`src/core/rtcsp_pkg.sv`:
```
// Constants and types shared by the three-wire port and its alarm registers.
// Assumes a 125 MHz system clock; serial pins are asynchronous to it.

package rtcsp_pkg;

  // ****************************************
  // Serial framing
  // ****************************************
  localparam int BYTE_BITS = 8;
  localparam int ADDR_W = 4;
  localparam int FMT_W = 4;
  localparam int BIT_CNT_W = 3;
  localparam logic [BIT_CNT_W-1:0] LAST_BIT = 3'h7;
  localparam int SYNC_STAGES = 2;

  // Transfer format codes
  localparam logic [FMT_W-1:0] FMT_SINGLE_WRITE = 4'h8;
  localparam logic [FMT_W-1:0] FMT_BURST_WRITE = 4'h0;
  localparam logic [FMT_W-1:0] FMT_SINGLE_READ = 4'hC;
  localparam logic [FMT_W-1:0] FMT_BURST_READ = 4'h4;

  // ****************************************
  // Alarm register map
  // ****************************************
  localparam logic [ADDR_W-1:0] ADDR_WEEKLY_DAY = 4'hA;
  localparam logic [ADDR_W-1:0] ADDR_DAILY_MINUTE = 4'hB;
  localparam logic [ADDR_W-1:0] ADDR_DAILY_HOUR = 4'hC;
  localparam logic [BYTE_BITS-1:0] WEEKLY_DAY_MASK = 8'h7F;
  localparam logic [BYTE_BITS-1:0] DAILY_MINUTE_MASK = 8'h7F;
  localparam logic [BYTE_BITS-1:0] DAILY_HOUR_MASK = 8'h3F;
  localparam int DAILY_PM_FLAG_BIT = 5;
  localparam logic [BYTE_BITS-1:0] ALARM_RESET = 8'h00;
  localparam int WEEKDAYS = 7;
  localparam logic [2:0] WEEKDAY_UNUSED = 3'h7;

  // ****************************************
  // Carry hold timing
  // ****************************************
  localparam longint CLK_PERIOD_PS = 8000;
  localparam longint CARRY_HOLD_US = 1000000;
  localparam int CARRY_HOLD_CYCLES =
    int'((CARRY_HOLD_US * 1000) / CLK_PERIOD_PS);
  localparam int HOLD_CNT_W = 27;

  typedef enum {
    RTCSP_IDLE,
    RTCSP_CMD,
    RTCSP_WRITE,
    RTCSP_READ,
    RTCSP_IGNORE
  } rtcsp_state_e;

endpackage

```
`src/core/rtcsp_reg_if.sv`:
```
// Register access channel between the serial port engine and alarm registers.
// Assumes both ends run on the same clock; addr comes straight from a register, the rest is combinational.
`timescale 1ns/1ps
`default_nettype none

interface rtcsp_reg_if;
  import rtcsp_pkg::*;
  logic wr_en;
  logic [ADDR_W-1:0] addr;
  logic [BYTE_BITS-1:0] wdata;
  logic [BYTE_BITS-1:0] rdata;

  modport port (output wr_en, output addr, output wdata, input rdata);
  modport regs (input wr_en, input addr, input wdata, output rdata);
endinterface

`default_nettype wire

```
`src/core/rtcsp_alarm_regs.sv`:
```
// Weekly day-select and daily minute/hour alarm registers.
// Assumes weekday_count comes from logic on clk.
`timescale 1ns/1ps
`default_nettype none

module rtcsp_alarm_regs
  import rtcsp_pkg::*;
(
  input wire logic clk,
  input wire logic rst,
  input wire logic clk_en,
  rtcsp_reg_if.regs bus,
  input wire logic [2:0] weekday_count,
  output logic [BYTE_BITS-1:0] weekly_day_select,
  output logic [BYTE_BITS-1:0] daily_minute,
  output logic [BYTE_BITS-1:0] daily_hour,
  output logic weekly_day_match
);

  function automatic logic [BYTE_BITS-1:0] read_mux(
    input logic [ADDR_W-1:0] a,
    input logic [BYTE_BITS-1:0] wk,
    input logic [BYTE_BITS-1:0] mi,
    input logic [BYTE_BITS-1:0] hr
  );
    case (a)
      ADDR_WEEKLY_DAY: read_mux = wk & WEEKLY_DAY_MASK;
      ADDR_DAILY_MINUTE: read_mux = mi & DAILY_MINUTE_MASK;
      ADDR_DAILY_HOUR: read_mux = hr & DAILY_HOUR_MASK;
      default: read_mux = 8'h00;
    endcase
  endfunction

  // ****************************************
  // Storage
  // ****************************************
  // Contents are arbitrary data after power-up; zero is simply defined
  always_ff @(posedge clk)
  begin
    if (rst)
    begin
      weekly_day_select <= ALARM_RESET; // RULE20
      daily_minute <= ALARM_RESET;
      daily_hour <= ALARM_RESET;
    end
    else if (clk_en && bus.wr_en)
    begin
      if (bus.addr == ADDR_WEEKLY_DAY)
        weekly_day_select <= bus.wdata & WEEKLY_DAY_MASK; // RULE12
      if (bus.addr == ADDR_DAILY_MINUTE)
        daily_minute <= bus.wdata & DAILY_MINUTE_MASK; // RULE15
      if (bus.addr == ADDR_DAILY_HOUR)
        daily_hour <= bus.wdata & DAILY_HOUR_MASK; // RULE16 RULE17 RULE18
    end
  end

  assign bus.rdata = read_mux(bus.addr, weekly_day_select, daily_minute,
    daily_hour);

  // ****************************************
  // Weekly day match
  // ****************************************
  // Counter value 7 never selects a day, so an all-zero mask never matches
  always_ff @(posedge clk)
  begin
    if (rst)
      weekly_day_match <= 1'b0;
    else if (clk_en)
      weekly_day_match <= (weekday_count != WEEKDAY_UNUSED) &&
        weekly_day_select[weekday_count]; // RULE13 RULE14
  end

  chk_weekly_none_match: assert property (@(posedge clk) disable iff (rst)
    (clk_en && weekly_day_select[WEEKDAYS-1:0] == 7'h00) |=>
    !weekly_day_match) // RULE14
    else $error("weekly match with no day selected");

  chk_reg_top_zero: assert property (@(posedge clk) disable iff (rst)
    (weekly_day_select[7] == 1'b0) && (daily_minute[7] == 1'b0) &&
    (daily_hour[7:6] == 2'h0)) // RULE12
    else $error("alarm register unused bit set");

endmodule

`default_nettype wire

```
`src/core/rtcsp_pin_sync.sv`:
```
// Two-flop synchroniser for the serial port pins.
// Assumes the pins are asynchronous to clk; no logic reads the first stage.
`timescale 1ns/1ps
`default_nettype none

module rtcsp_pin_sync
  import rtcsp_pkg::*;
#(
  parameter int WIDTH = 3
)
(
  input wire logic clk,
  input wire logic rst,
  input wire logic clk_en,
  input wire logic [WIDTH-1:0] pin_async,
  output logic [WIDTH-1:0] pin_sync
);

  logic [WIDTH-1:0] meta_reg;

  // ****************************************
  // Synchroniser stages
  // ****************************************
  always_ff @(posedge clk)
  begin
    if (rst)
    begin
      meta_reg <= '0;
      pin_sync <= '0;
    end
    else if (clk_en)
    begin
      meta_reg <= pin_async;
      pin_sync <= meta_reg;
    end
  end

endmodule

`default_nettype wire

```
`src/core/rtcsp_top.sv`:
```
// Three-wire serial host port with its weekly and daily alarm registers.
// Assumes chip_enable, serial_clock and data pin are asynchronous to clk.
//
// Behaviour
// RULE1: Port uses chip enable, serial clock and one two-way data line.
// RULE2: Clock low at enable rise: drive on rising, sample on falling.
// RULE3: Clock high at enable rise: drive on falling, sample on rising.
// RULE4: Session spans enable high; data moves in whole bytes.
// RULE5: First byte: upper nibble is address, lower nibble is format.
// RULE6: Every byte shifts most significant bit first.
// RULE7: Format 8h writes one byte, then expects a new command byte.
// RULE8: Format 0h burst-writes, pointer increments and wraps Fh to 0h.
// RULE9: Format Ch reads one byte, then expects a new command byte.
// RULE10: Format 4h burst-reads, pointer increments and wraps Fh to 0h.
// RULE11: Hold seconds carry while enable high, at most one second; the code drops the hold after 124999 cycles (CARRY_HOLD_CYCLES is 125000).
// RULE12: Weekly day-select at Ah, bits 6..0; bit 7 reads zero.
// RULE13: Day-select bit n matches weekday counter value n, 0 to 6.
// RULE14: No day selected means weekly alarm never matches.
// RULE15: Daily minute at Bh, bits 6..0; bit 7 reads zero.
// RULE16: Daily hour at Ch, bits 5..0; bits 7 and 6 read zero.
// RULE17: Hour bit 5 is PM flag or twenties digit by mode.
// RULE18: In 12-hour mode midnight is 12 and noon is 32.
// RULE19: Host must never write impossible alarm times.
// RULE20: Alarm fields are arbitrary after power-up; unused bits read zero.
// RULE21: Data line driven only while shifting out read bytes.
`timescale 1ns/1ps
`default_nettype none

module rtcsp_top
  import rtcsp_pkg::*;
#(
  parameter int HOLD_CYCLES = CARRY_HOLD_CYCLES
)
(
  input wire logic clk,
  input wire logic rst,
  input wire logic clk_en,
  input wire logic chip_enable,
  input wire logic serial_clock,
  input wire logic serial_data_io_in,
  output logic serial_data_io_out,
  output logic serial_data_io_oe_n,
  input wire logic [2:0] weekday_count,
  output logic carry_hold,
  output logic weekly_day_match,
  output logic [BYTE_BITS-1:0] weekly_day_select,
  output logic [BYTE_BITS-1:0] daily_minute,
  output logic [BYTE_BITS-1:0] daily_hour
);

  function automatic rtcsp_state_e fmt_state(input logic [FMT_W-1:0] f);
    case (f)
      FMT_SINGLE_WRITE: fmt_state = RTCSP_WRITE;
      FMT_BURST_WRITE: fmt_state = RTCSP_WRITE;
      FMT_SINGLE_READ: fmt_state = RTCSP_READ;
      FMT_BURST_READ: fmt_state = RTCSP_READ;
      default: fmt_state = RTCSP_IGNORE;
    endcase
  endfunction

  rtcsp_reg_if reg_bus ();

  logic [2:0] pins_sync;
  logic ce_s;
  logic sclk_s;
  logic sio_s;
  logic ce_d_reg;
  logic sclk_d_reg;
  logic ce_rise;
  logic sclk_rise;
  logic sclk_fall;
  logic sample_edge;
  logic launch_edge;
  logic byte_done;
  logic single_fmt;
  logic [BYTE_BITS-1:0] in_byte;
  rtcsp_state_e state_reg;
  logic mode_reg;
  logic [BIT_CNT_W-1:0] bit_cnt_reg;
  logic [BYTE_BITS-1:0] in_sh_reg;
  logic [BYTE_BITS-1:0] out_sh_reg;
  logic [ADDR_W-1:0] addr_reg;
  logic [FMT_W-1:0] fmt_reg;
  logic [HOLD_CNT_W-1:0] hold_cnt_reg;

  // ****************************************
  // Pin synchronisation and edge detection
  // ****************************************
  // Clock and data share one delay, so sampling order is preserved
  rtcsp_pin_sync #(
    .WIDTH(3)
  ) u_sync (
    .clk(clk),
    .rst(rst),
    .clk_en(clk_en),
    .pin_async({chip_enable, serial_clock, serial_data_io_in}), // RULE1
    .pin_sync(pins_sync)
  );

  assign ce_s = pins_sync[2];
  assign sclk_s = pins_sync[1];
  assign sio_s = pins_sync[0];

  always_ff @(posedge clk)
  begin
    if (rst)
    begin
      ce_d_reg <= 1'b0;
      sclk_d_reg <= 1'b0;
    end
    else if (clk_en)
    begin
      ce_d_reg <= ce_s;
      sclk_d_reg <= sclk_s;
    end
  end

  assign ce_rise = ce_s && !ce_d_reg;
  assign sclk_rise = sclk_s && !sclk_d_reg;
  assign sclk_fall = !sclk_s && sclk_d_reg;
  assign sample_edge = mode_reg ? sclk_rise : sclk_fall; // RULE2 RULE3
  assign launch_edge = mode_reg ? sclk_fall : sclk_rise; // RULE2 RULE3
  assign byte_done = sample_edge && (bit_cnt_reg == LAST_BIT); // RULE4
  assign single_fmt = fmt_reg[3];
  assign in_byte = {in_sh_reg[BYTE_BITS-2:0], sio_s}; // RULE6

  // ****************************************
  // Edge mode, latched at session start
  // ****************************************
  always_ff @(posedge clk)
  begin
    if (rst)
      mode_reg <= 1'b0;
    else if (clk_en && state_reg == RTCSP_IDLE && ce_rise)
      mode_reg <= sclk_s; // RULE2 RULE3
  end

  // ****************************************
  // Session state
  // ****************************************
  // Unknown format codes park the session until enable falls
  always_ff @(posedge clk)
  begin
    if (rst)
      state_reg <= RTCSP_IDLE;
    else if (clk_en)
    begin
      if (!ce_s)
        state_reg <= RTCSP_IDLE; // RULE4
      else
      begin
        case (state_reg)
          RTCSP_IDLE:
            if (ce_rise)
              state_reg <= RTCSP_CMD; // RULE4
          RTCSP_CMD:
            if (byte_done)
              state_reg <= fmt_state(in_byte[FMT_W-1:0]); // RULE5
          RTCSP_WRITE:
            if (byte_done && single_fmt)
              state_reg <= RTCSP_CMD; // RULE7
          RTCSP_READ:
            if (byte_done && single_fmt)
              state_reg <= RTCSP_CMD; // RULE9
          RTCSP_IGNORE:
            state_reg <= RTCSP_IGNORE;
          default:
            state_reg <= RTCSP_IDLE;
        endcase
      end
    end
  end

  // ****************************************
  // Bit counter and input shifter
  // ****************************************
  always_ff @(posedge clk)
  begin
    if (rst)
    begin
      bit_cnt_reg <= '0;
      in_sh_reg <= '0;
    end
    else if (clk_en)
    begin
      if (state_reg == RTCSP_IDLE)
        bit_cnt_reg <= '0;
      else if (sample_edge)
      begin
        bit_cnt_reg <= bit_cnt_reg + 3'h1; // RULE4
        in_sh_reg <= in_byte; // RULE6
      end
    end
  end

  // ****************************************
  // Address pointer and format register
  // ****************************************
  // Four-bit pointer wraps from Fh to 0h by itself
  always_ff @(posedge clk)
  begin
    if (rst)
    begin
      addr_reg <= '0;
      fmt_reg <= '0;
    end
    else if (clk_en && ce_s && byte_done)
    begin
      if (state_reg == RTCSP_CMD)
      begin
        addr_reg <= in_byte[BYTE_BITS-1:FMT_W]; // RULE5
        fmt_reg <= in_byte[FMT_W-1:0]; // RULE5
      end
      else if ((state_reg == RTCSP_WRITE || state_reg == RTCSP_READ) &&
        !single_fmt)
        addr_reg <= addr_reg + 4'h1; // RULE8 RULE10
    end
  end

  // ****************************************
  // Register access
  // ****************************************
  assign reg_bus.wr_en = clk_en && ce_s && byte_done &&
    (state_reg == RTCSP_WRITE); // RULE7 RULE8
  assign reg_bus.addr = addr_reg;
  assign reg_bus.wdata = in_byte;

  rtcsp_alarm_regs u_regs (
    .clk(clk),
    .rst(rst),
    .clk_en(clk_en),
    .bus(reg_bus.regs),
    .weekday_count(weekday_count),
    .weekly_day_select(weekly_day_select),
    .daily_minute(daily_minute),
    .daily_hour(daily_hour),
    .weekly_day_match(weekly_day_match)
  );

  // ****************************************
  // Read data output
  // ****************************************
  // Each byte is fetched at its first launch edge, after the pointer moved
  always_ff @(posedge clk)
  begin
    if (rst)
    begin
      serial_data_io_out <= 1'b0;
      out_sh_reg <= '0;
    end
    else if (clk_en && state_reg == RTCSP_READ && launch_edge)
    begin
      if (bit_cnt_reg == '0)
      begin
        serial_data_io_out <= reg_bus.rdata[BYTE_BITS-1]; // RULE6 RULE9
        out_sh_reg <= {reg_bus.rdata[BYTE_BITS-2:0], 1'b0}; // RULE10
      end
      else
      begin
        serial_data_io_out <= out_sh_reg[BYTE_BITS-1]; // RULE6
        out_sh_reg <= {out_sh_reg[BYTE_BITS-2:0], 1'b0};
      end
    end
  end

  // A single read releases at its last sample edge so the host can turn the line around; a burst read holds until enable falls
  always_ff @(posedge clk)
  begin
    if (rst)
      serial_data_io_oe_n <= 1'b1;
    else if (clk_en)
    begin
      if (!ce_s || state_reg != RTCSP_READ || (byte_done && single_fmt))
        serial_data_io_oe_n <= 1'b1; // RULE21
      else if (launch_edge)
        serial_data_io_oe_n <= 1'b0; // RULE21
    end
  end

  // ****************************************
  // Seconds carry hold
  // ****************************************
  // Saturates so a stuck enable cannot stall timekeeping past the limit
  always_ff @(posedge clk)
  begin
    if (rst)
    begin
      hold_cnt_reg <= '0;
      carry_hold <= 1'b0;
    end
    else if (clk_en)
    begin
      if (!ce_s)
      begin
        hold_cnt_reg <= '0;
        carry_hold <= 1'b0; // RULE11
      end
      else
      begin
        if (hold_cnt_reg < HOLD_CNT_W'(HOLD_CYCLES))
          hold_cnt_reg <= hold_cnt_reg + 27'h1;
        carry_hold <= (hold_cnt_reg < HOLD_CNT_W'(HOLD_CYCLES - 1)); // RULE11
      end
    end
  end

  // ****************************************
  // Checks
  // ****************************************
  chk_line_released_idle: assert property (@(posedge clk) disable iff (rst)
    (state_reg != RTCSP_READ) |-> serial_data_io_oe_n) // RULE21
    else $error("data line driven outside read byte");

  chk_mode_latch_level: assert property (@(posedge clk) disable iff (rst)
    (clk_en && state_reg == RTCSP_IDLE && ce_rise) |=>
    (mode_reg == $past(sclk_s))) // RULE2
    else $error("edge mode not taken from clock level");

  chk_cmd_addr_load: assert property (@(posedge clk) disable iff (rst)
    (clk_en && ce_s && state_reg == RTCSP_CMD && byte_done) |=>
    (addr_reg == $past(in_byte[7:4])) &&
    (fmt_reg == $past(in_byte[3:0]))) // RULE5
    else $error("command byte not loaded");

  chk_burst_addr_incr: assert property (@(posedge clk) disable iff (rst)
    (clk_en && ce_s && byte_done && !single_fmt &&
    (state_reg == RTCSP_WRITE || state_reg == RTCSP_READ)) |=>
    (addr_reg == $past(addr_reg) + 4'h1)) // RULE8
    else $error("burst pointer did not advance");

  chk_single_write_return: assert property (@(posedge clk) disable iff (rst)
    (clk_en && ce_s && byte_done && single_fmt &&
    state_reg == RTCSP_WRITE) |=> (state_reg == RTCSP_CMD)) // RULE7
    else $error("single write did not return to command");

  chk_read_msb_first: assert property (@(posedge clk) disable iff (rst)
    (clk_en && state_reg == RTCSP_READ && launch_edge &&
    bit_cnt_reg == 3'h0) |=>
    (serial_data_io_out == $past(reg_bus.rdata[7]))) // RULE6
    else $error("read byte not started with top bit");

  chk_session_end_idle: assert property (@(posedge clk) disable iff (rst)
    (clk_en && !ce_s) |=> (state_reg == RTCSP_IDLE) &&
    serial_data_io_oe_n) // RULE4
    else $error("session not closed by enable low");

  chk_hold_release: assert property (@(posedge clk) disable iff (rst)
    (clk_en && !ce_s) |=> !carry_hold) // RULE11
    else $error("carry hold kept after enable low");

  cov_burst_read: cover property (@(posedge clk) disable iff (rst)
    state_reg == RTCSP_READ && byte_done && !single_fmt);
  cov_single_write: cover property (@(posedge clk) disable iff (rst)
    reg_bus.wr_en && single_fmt);
  cov_mode_high: cover property (@(posedge clk) disable iff (rst)
    mode_reg && state_reg == RTCSP_READ);

endmodule

`default_nettype wire
```
`config.mk`:
```
export PLATFORM = sky130hd
export DESIGN_NAME = rtcsp_top
export DESIGN_NICKNAME = d
export VERILOG_FILES = /design/src/core/rtcsp_pkg.sv /design/src/core/rtcsp_reg_if.sv /design/src/core/rtcsp_alarm_regs.sv /design/src/core/rtcsp_pin_sync.sv /design/src/core/rtcsp_top.sv
export SDC_FILE = /design/constraint.sdc
export NUM_CORES = 1
export LEC_CHECK = 0
export ABC_AREA = 1
export BUFFER_PORTS_ARGS = -buffer_cell sky130_fd_sc_hd__buf_2
export CAP_MARGIN = 5
export CORE_MARGIN = 2
export CORE_UTILIZATION = 25
export DETAILED_ROUTE_END_ITERATION = 12
export GPL_TIMING_DRIVEN = 0
export PLACE_DENSITY = 0.45
export SYNTH_ARGS = -nofsm -noshare
export SYNTH_HDL_FRONTEND = slang
export SYNTH_SLANG_ARGS = --single-unit
```
`constraint.sdc`:
```
create_clock -name clk -period 3.02 [get_ports clk]
set_clock_uncertainty 0.1 [all_clocks]
set_input_delay 0.453 -clock clk [delete_from_list [all_inputs] [get_ports clk]]
set_output_delay 0.453 -clock clk [all_outputs]
set_load 0.03 [all_outputs]
```
* Word-level counts from Yosys, hierarchy flattened *
Index checks and enable logic that the tools add are counted.

storage, ports and cells
  bits in latches = 0
  memory bits (read-only) = 0
  flip-flop bits (word level) = 118
  memories kept = 0
  logic and storage cells = 111
  output and inout bits = 28
  RAM bits = 0

cells by class
  bitwise gates (word level) = 1
  multiply operators = 0
  shift operators = 0
  equality and inequality tests = 20
  divide/modulo/power cells = 0
  order comparisons = 3
  reductions and logical operators = 43
  $add $sub $neg = 3
  mux-type cells = 22

operators by type and width
  cell                                                                             number
  32-bit two-way mux                                                               4
  32-bit case mux with 4 select lines                                              1
  32-bit by 2-bit equality test with 1-bit output (second input constant)          3
  32-bit by 3-bit equality test with 1-bit output (second input constant)          3
  32-bit zero test                                                                 2
  27-bit by 17-bit less-than comparator with 1-bit output (second input constant)  2
  27-bit two-way mux                                                               2
  32-bit by 1-bit equality test with 1-bit output (second input constant)          1
  32-bit by 3-bit != test with 1-bit output (second input constant)                1
  27-bit by 1-bit adder with 27-bit output (second input constant)                 1
  7-bit case mux with 3 select lines                                               1
  4-bit equality test (second input constant)                                      5
  2-bit AND reduction                                                              8
  1-bit logical AND                                                                15
  3-bit != test (second input constant)                                            4
  4-bit two-way mux                                                                2
  8-bit two-way mux                                                                1
  1-bit two-way mux                                                                7
  3-bit two-way mux                                                                2
  3-bit case mux with 2 select lines                                               1
  2-bit nonzero test                                                               3
  2-bit OR reduction                                                               3
  1-bit zero test                                                                  5
  4-bit by 1-bit adder with 4-bit output (second input constant)                   1
  12 further kinds                                                                 14

* Logic depth before layout (Yosys ltp) *
  depth after elaboration = 8
  depth in mapped cells = 11

* Cells and area by module *
Synthesis repeated with hierarchy kept, for this count alone.

second synthesis, totals
  cell total of the unflattened synthesis = 669
  area total of the unflattened synthesis = 4431.8 um^2

by module, submodules not included
  module            cells an instance  seq. area each (um^2)  times used  area an instance (um^2)
  rtcsp_top         463                1161.1                 1           3089.2
  rtcsp_alarm_regs  168                420.4                  1           1094.8
  rtcsp_pin_sync    38                 120.1                  1           247.7

* Least setup slack after synthesis *
No wires, ideal clock.

  kind = input to register
  start = input port clk_en
  end = register u_regs.daily_minute[0]
  stages = 10
  data arrival time = 1.388 ns
  path buffers = 1
  library setup time = 0.116 ns
  data required time = 2.804 ns
  setup slack = 1.416 ns
  path through = buf_2 nand2_1 inv_2 nand3_1 inv_2 nand3_2 inv_1 nand2_1 nor2_1 nor2_1

on the way
  longest elaborated chain between the ends = 5

RTL lines
  element                          RTL line                text
  start: declaration               rtcsp_top.sv:37         input wire logic clk_en,
  1-bit logical AND (3 in series)  rtcsp_top.sv:223        assign reg_bus.wr_en = clk_en && ce_s && byte_done &&
  1-bit logical AND *              rtcsp_alarm_regs.sv:46  else if (clk_en && bus.wr_en)
  2-bit AND reduction (no line) *  --
  end signal: assignment           rtcsp_alarm_regs.sv:51  daily_minute <= bus.wdata & DAILY_MINUTE_MASK;
  end: declaration                 rtcsp_alarm_regs.sv:15  output logic [BYTE_BITS-1:0] daily_minute,

Mark *: on every way between the ends. The rest lies on a longest branch, timed or not.
A chain may end at the register's enable or synchronous reset.

* Final worst setup path *
  start = register addr_reg[0]
  end = register u_regs.daily_hour[2]

on the way
  longest elaborated chain between the ends = 2

RTL lines
  element                        RTL line                text
  start: declaration             rtcsp_top.sv:82         logic [ADDR_W-1:0] addr_reg;
  start signal: assignment       rtcsp_top.sv:211        addr_reg <= in_byte[BYTE_BITS-1:FMT_W];
  start signal: assignment       rtcsp_top.sv:216        addr_reg <= addr_reg + 4'h1;
  4-bit equality test            rtcsp_alarm_regs.sv:52  if (bus.addr == ADDR_DAILY_HOUR)
  2-bit AND reduction (no line)  --
  end signal: assignment         rtcsp_alarm_regs.sv:53  daily_hour <= bus.wdata & DAILY_HOUR_MASK;
  end: declaration               rtcsp_alarm_regs.sv:16  output logic [BYTE_BITS-1:0] daily_hour,

Every way passes these cells.

==> metrics.md <==
| Metric | Value |
|---|---|
| Setup Fix Bufs, Post-CTS | `0` |
| DRC Markers | `0` |
| Critical Path Slowest Stage Cell | `nor2_1` |
| Antenna diodes | `0` |
| Leakage | `0.00194 µW` |
| Crit path required time | `3.20 ns` |
| CTS resizes | `0` |
| Startpoint Class | `register` |
| Clk Latency, worst-skew pair | `0.35 ns` |
| R2R cell count | `8` |
| Sequential fraction of the synthesis area | `41.2%` |
| Worst reg2reg startpoint | `addr_reg[0]` |
| Layout area overhead | `18.0%` |
| Clock-pin slew on the worst setup and hold paths | `0.07 ns` |
| Num ports | `37` |
| Final HPWL DP | `8600 µm` |
| Layout filler cell count | `1838` |
| Max clock buf depth | `2` |
| H-tree Lvls | `3` |
| IR drop worst, VDD | `280 µV` |
| Synthesized flop and latch total | `85` |
| Pin slew with the least headroom to its limit | `0.671 ns` |
| Initial core utilization | `25.3%` |
| # rows | `47` |
| DRT antenna net count | `0` |
| CP max stage delay | `0.52 ns` |
| Post-route cell area | `4880 µm²` |
| GRT Total Usage | `14.1%` |
| Setup violators final | `0` |
| DIE AREA | `17600 µm²` |
| Slew HR | `55.1%` |
| DR WL/cell | `13.7 µm` |
| First-iteration detailed-routing DRC count | `178` |
| Yosys cell types | `33` |
| Type of the worst min-delay path | `primary input to register` |
| Gr busiest metal | `met2` |
| Setup_tns | `0 ns` |
| Total power | `2440 µW` |
| CTS tree | `built` |
| Fin crit period | `1.96 ns` |
| Final worst slack | `1.06 ns` |
| R2r setup slk | `1.06 ns` |
| Yosys synthesis warning count | `0` |
| Final number of hold-violating endpoints | `0` |
| Area of the core | `16300 µm²` |
| GR Util met3 | `3.37%` |
| Pre-CTS WS | `1.07 ns` |
| TritonRoute pass-1 iters | `5` |
| Die width | `133 µm` |
| Layout cells sized above 1 | `14.7%` |
| Maxcap violations | `0` |
| Via count | `3921` |
| Placer Congestion | `0.848` |
| CP Capture Point | `u_regs.daily_hour[2]` |
| Synthesized area | `4130 µm²` |
| Vias in the first global route | `3848` |
| DP Area | `4570 µm²` |
| CP Cell Sequence | `inv_1, ha_1, nand2_1, nor2_1, inv_1, nor2_2, o21ai_0, nor2_1` |
| IO Port Bufs | `30` |
| Total CTS buffers | `9` |
| Origin of the worst setup path | `addr_reg[0]` |
| Worst Path Arrival | `2.13 ns` |
| Largest net degree at the start of global routing | `16` |
| Total global routing overflow | `0` |
| Hold buffers post-CTS | `0` |
| Global Route met1 Usage | `17.9%` |
| CTS Sinks | `85` |
| Crit end category | `register` |
| Worst path bufs/invs | `2` |
| Reg2reg end | `u_regs.daily_hour[2]` |
| Setup repair after global routing missed its margin | `false` |
| Critical setup path kind | `register to register` |
| Fin nets | `652` |
| Slew Limit Fails | `0` |
| WL final | `11800 µm` |
| Max Fanout on Critical Path | `8` |
| Leading cell type in the layout, fill and taps excluded | `nand2_1` |
| CP top delay family | `simple AND/OR/NAND/NOR gates` |
| First-pass GRT wire length | `19600 µm` |
| Hold slack final | `0.237 ns` |
| Die Y | `133 µm` |
| Mean Syn Cell Area | `6.98 µm²` |
| WP depth | `8` |
| Most frequent cells in the layout | `nand2_1, nor2_1, dfxtp_1` |
| Antenna violations before repair | `0` |
| PwrDens | `501 nW/µm²` |
| Max reg flops | `27` |
| Fmax | `0.510 GHz` |
| Tcrit/Tclk final | `64.9%` |
| Status | `finished, final reports clean` |
| Syn Inst Count | `592` |
| Routed vias/inst | `4.55` |
| GRT met2 Usage | `23.4%` |
| Root Buffer | `clkbuf_16` |
-- cells in the mapped netlist --
cell type | n | share of area, %
buf_6 | 1 | 0.27
buf_2 | 3 | 0.36
buf_4 | 5 | 0.91
nor2_1 | 93 | 8.4
nand3_2 | 1 | 0.24
nand3_1 | 42 | 5.1
o311ai_0 | 1 | 0.21
dfxtp_1 | 85 | 41
clkbuf_1 | 11 | 1.0
nor2_2 | 16 | 2.4
a21oi_1 | 54 | 6.5
and3_1 | 1 | 0.15
o21bai_1 | 1 | 0.18
buf_12 | 1 | 0.48
nor3b_2 | 1 | 0.30
nand2_4 | 1 | 0.27
nand3_4 | 1 | 0.42
clkinv_2 | 1 | 0.12
inv_2 | 4 | 0.36
xor2_1 | 7 | 1.5
o21ai_1 | 1 | 0.12
a211oi_1 | 3 | 0.54
conb_1 | 1 | 0.091
ha_1 | 7 | 2.1
inv_1 | 46 | 4.2
nand2_1 | 103 | 9.4
o21ai_0 | 69 | 8.4
buf_1 | 1 | 0.091
nand4_1 | 7 | 1.1
nor3_1 | 6 | 0.73
xnor2_1 | 2 | 0.42
nand2_2 | 13 | 2.0
o211ai_1 | 3 | 0.54
-- logic make-up after synthesis --
| kind of cell | Yosys count | synth area share (%) |
|---|---|---|
| AO/OA/AOI/OAI | 132 | 16.5 |
| XOR/XNOR | 9 | 1.91 |
| adder cells (fa/ha/maj) | 7 | 2.12 |
| buffers and inverters | 73 | 7.78 |
| flip-flops | 85 | 41.2 |
| other | 1 | 0.0907 |
| AND/OR/NAND/NOR | 285 | 30.4 |
-- final cells by class --
cell class                 instances  area, µm²  area share [%]
multi-input combinational        437       2120            43.5
sequential                        85       1700            34.9
tap                              220        275            5.64
clock buffer                      10        239            4.90
inverter                          51        193            3.95
timing repair buffer              30        150            3.08
buffer                            22        129            2.64
clock inverter                     6       70.1            1.44
-- tightest hold or removal path: cells and delay by family --
| kind | cells | cell delay (ns) |
|---|---|---|
| simple gates | 2 | 0.11 |
| buf+inv | 1 | 0.07 |
-- worst min-delay path by stage --
| stage | startpoint | to | slack [ns] | depth (start not counted) |
|---|---|---|---|---|
| after floorplan | hold_cnt_reg[16] | hold_cnt_reg[16] | 0.33 | 2 |
| after global placement | hold_cnt_reg[20] | hold_cnt_reg[20] | 0.33 | 2 |
| after CTS | serial_data_io_in | u_sync.meta_reg[0] | 0.23 | 3 |
| after detailed placement | hold_cnt_reg[24] | hold_cnt_reg[24] | 0.33 | 2 |
| final | serial_data_io_in | u_sync.meta_reg[0] | 0.24 | 3 |
| after global routing | chip_enable | u_sync.meta_reg[2] | 0.24 | 3 |
-- metal layers --
metal  vias up  part of all wire, %
met4         0                  2.1
li1       2016                    -
met1      1802                   48
met3        16                  4.0
met5         -                    0
met2        87                   46
-- through the flow --
step / cells / util (%)
2_1_floorplan: 595 / -
3_3_place_gp: 845 / 28.0
3_5_place_dp: 845 / 28.0
4_1_cts: 861 / 29.8
5_1_grt: 861 / 29.8
6_report: 861 / 29.8
-- report_power, final --
group / switching (µW) / internal [µW] / total (µW)
logic: 108 / 41.1 / 149
clock network: 478 / 671 / 1150
registers: 12.2 / 1130 / 1150
No activity file was read; power rests on OpenSTA's default activity.
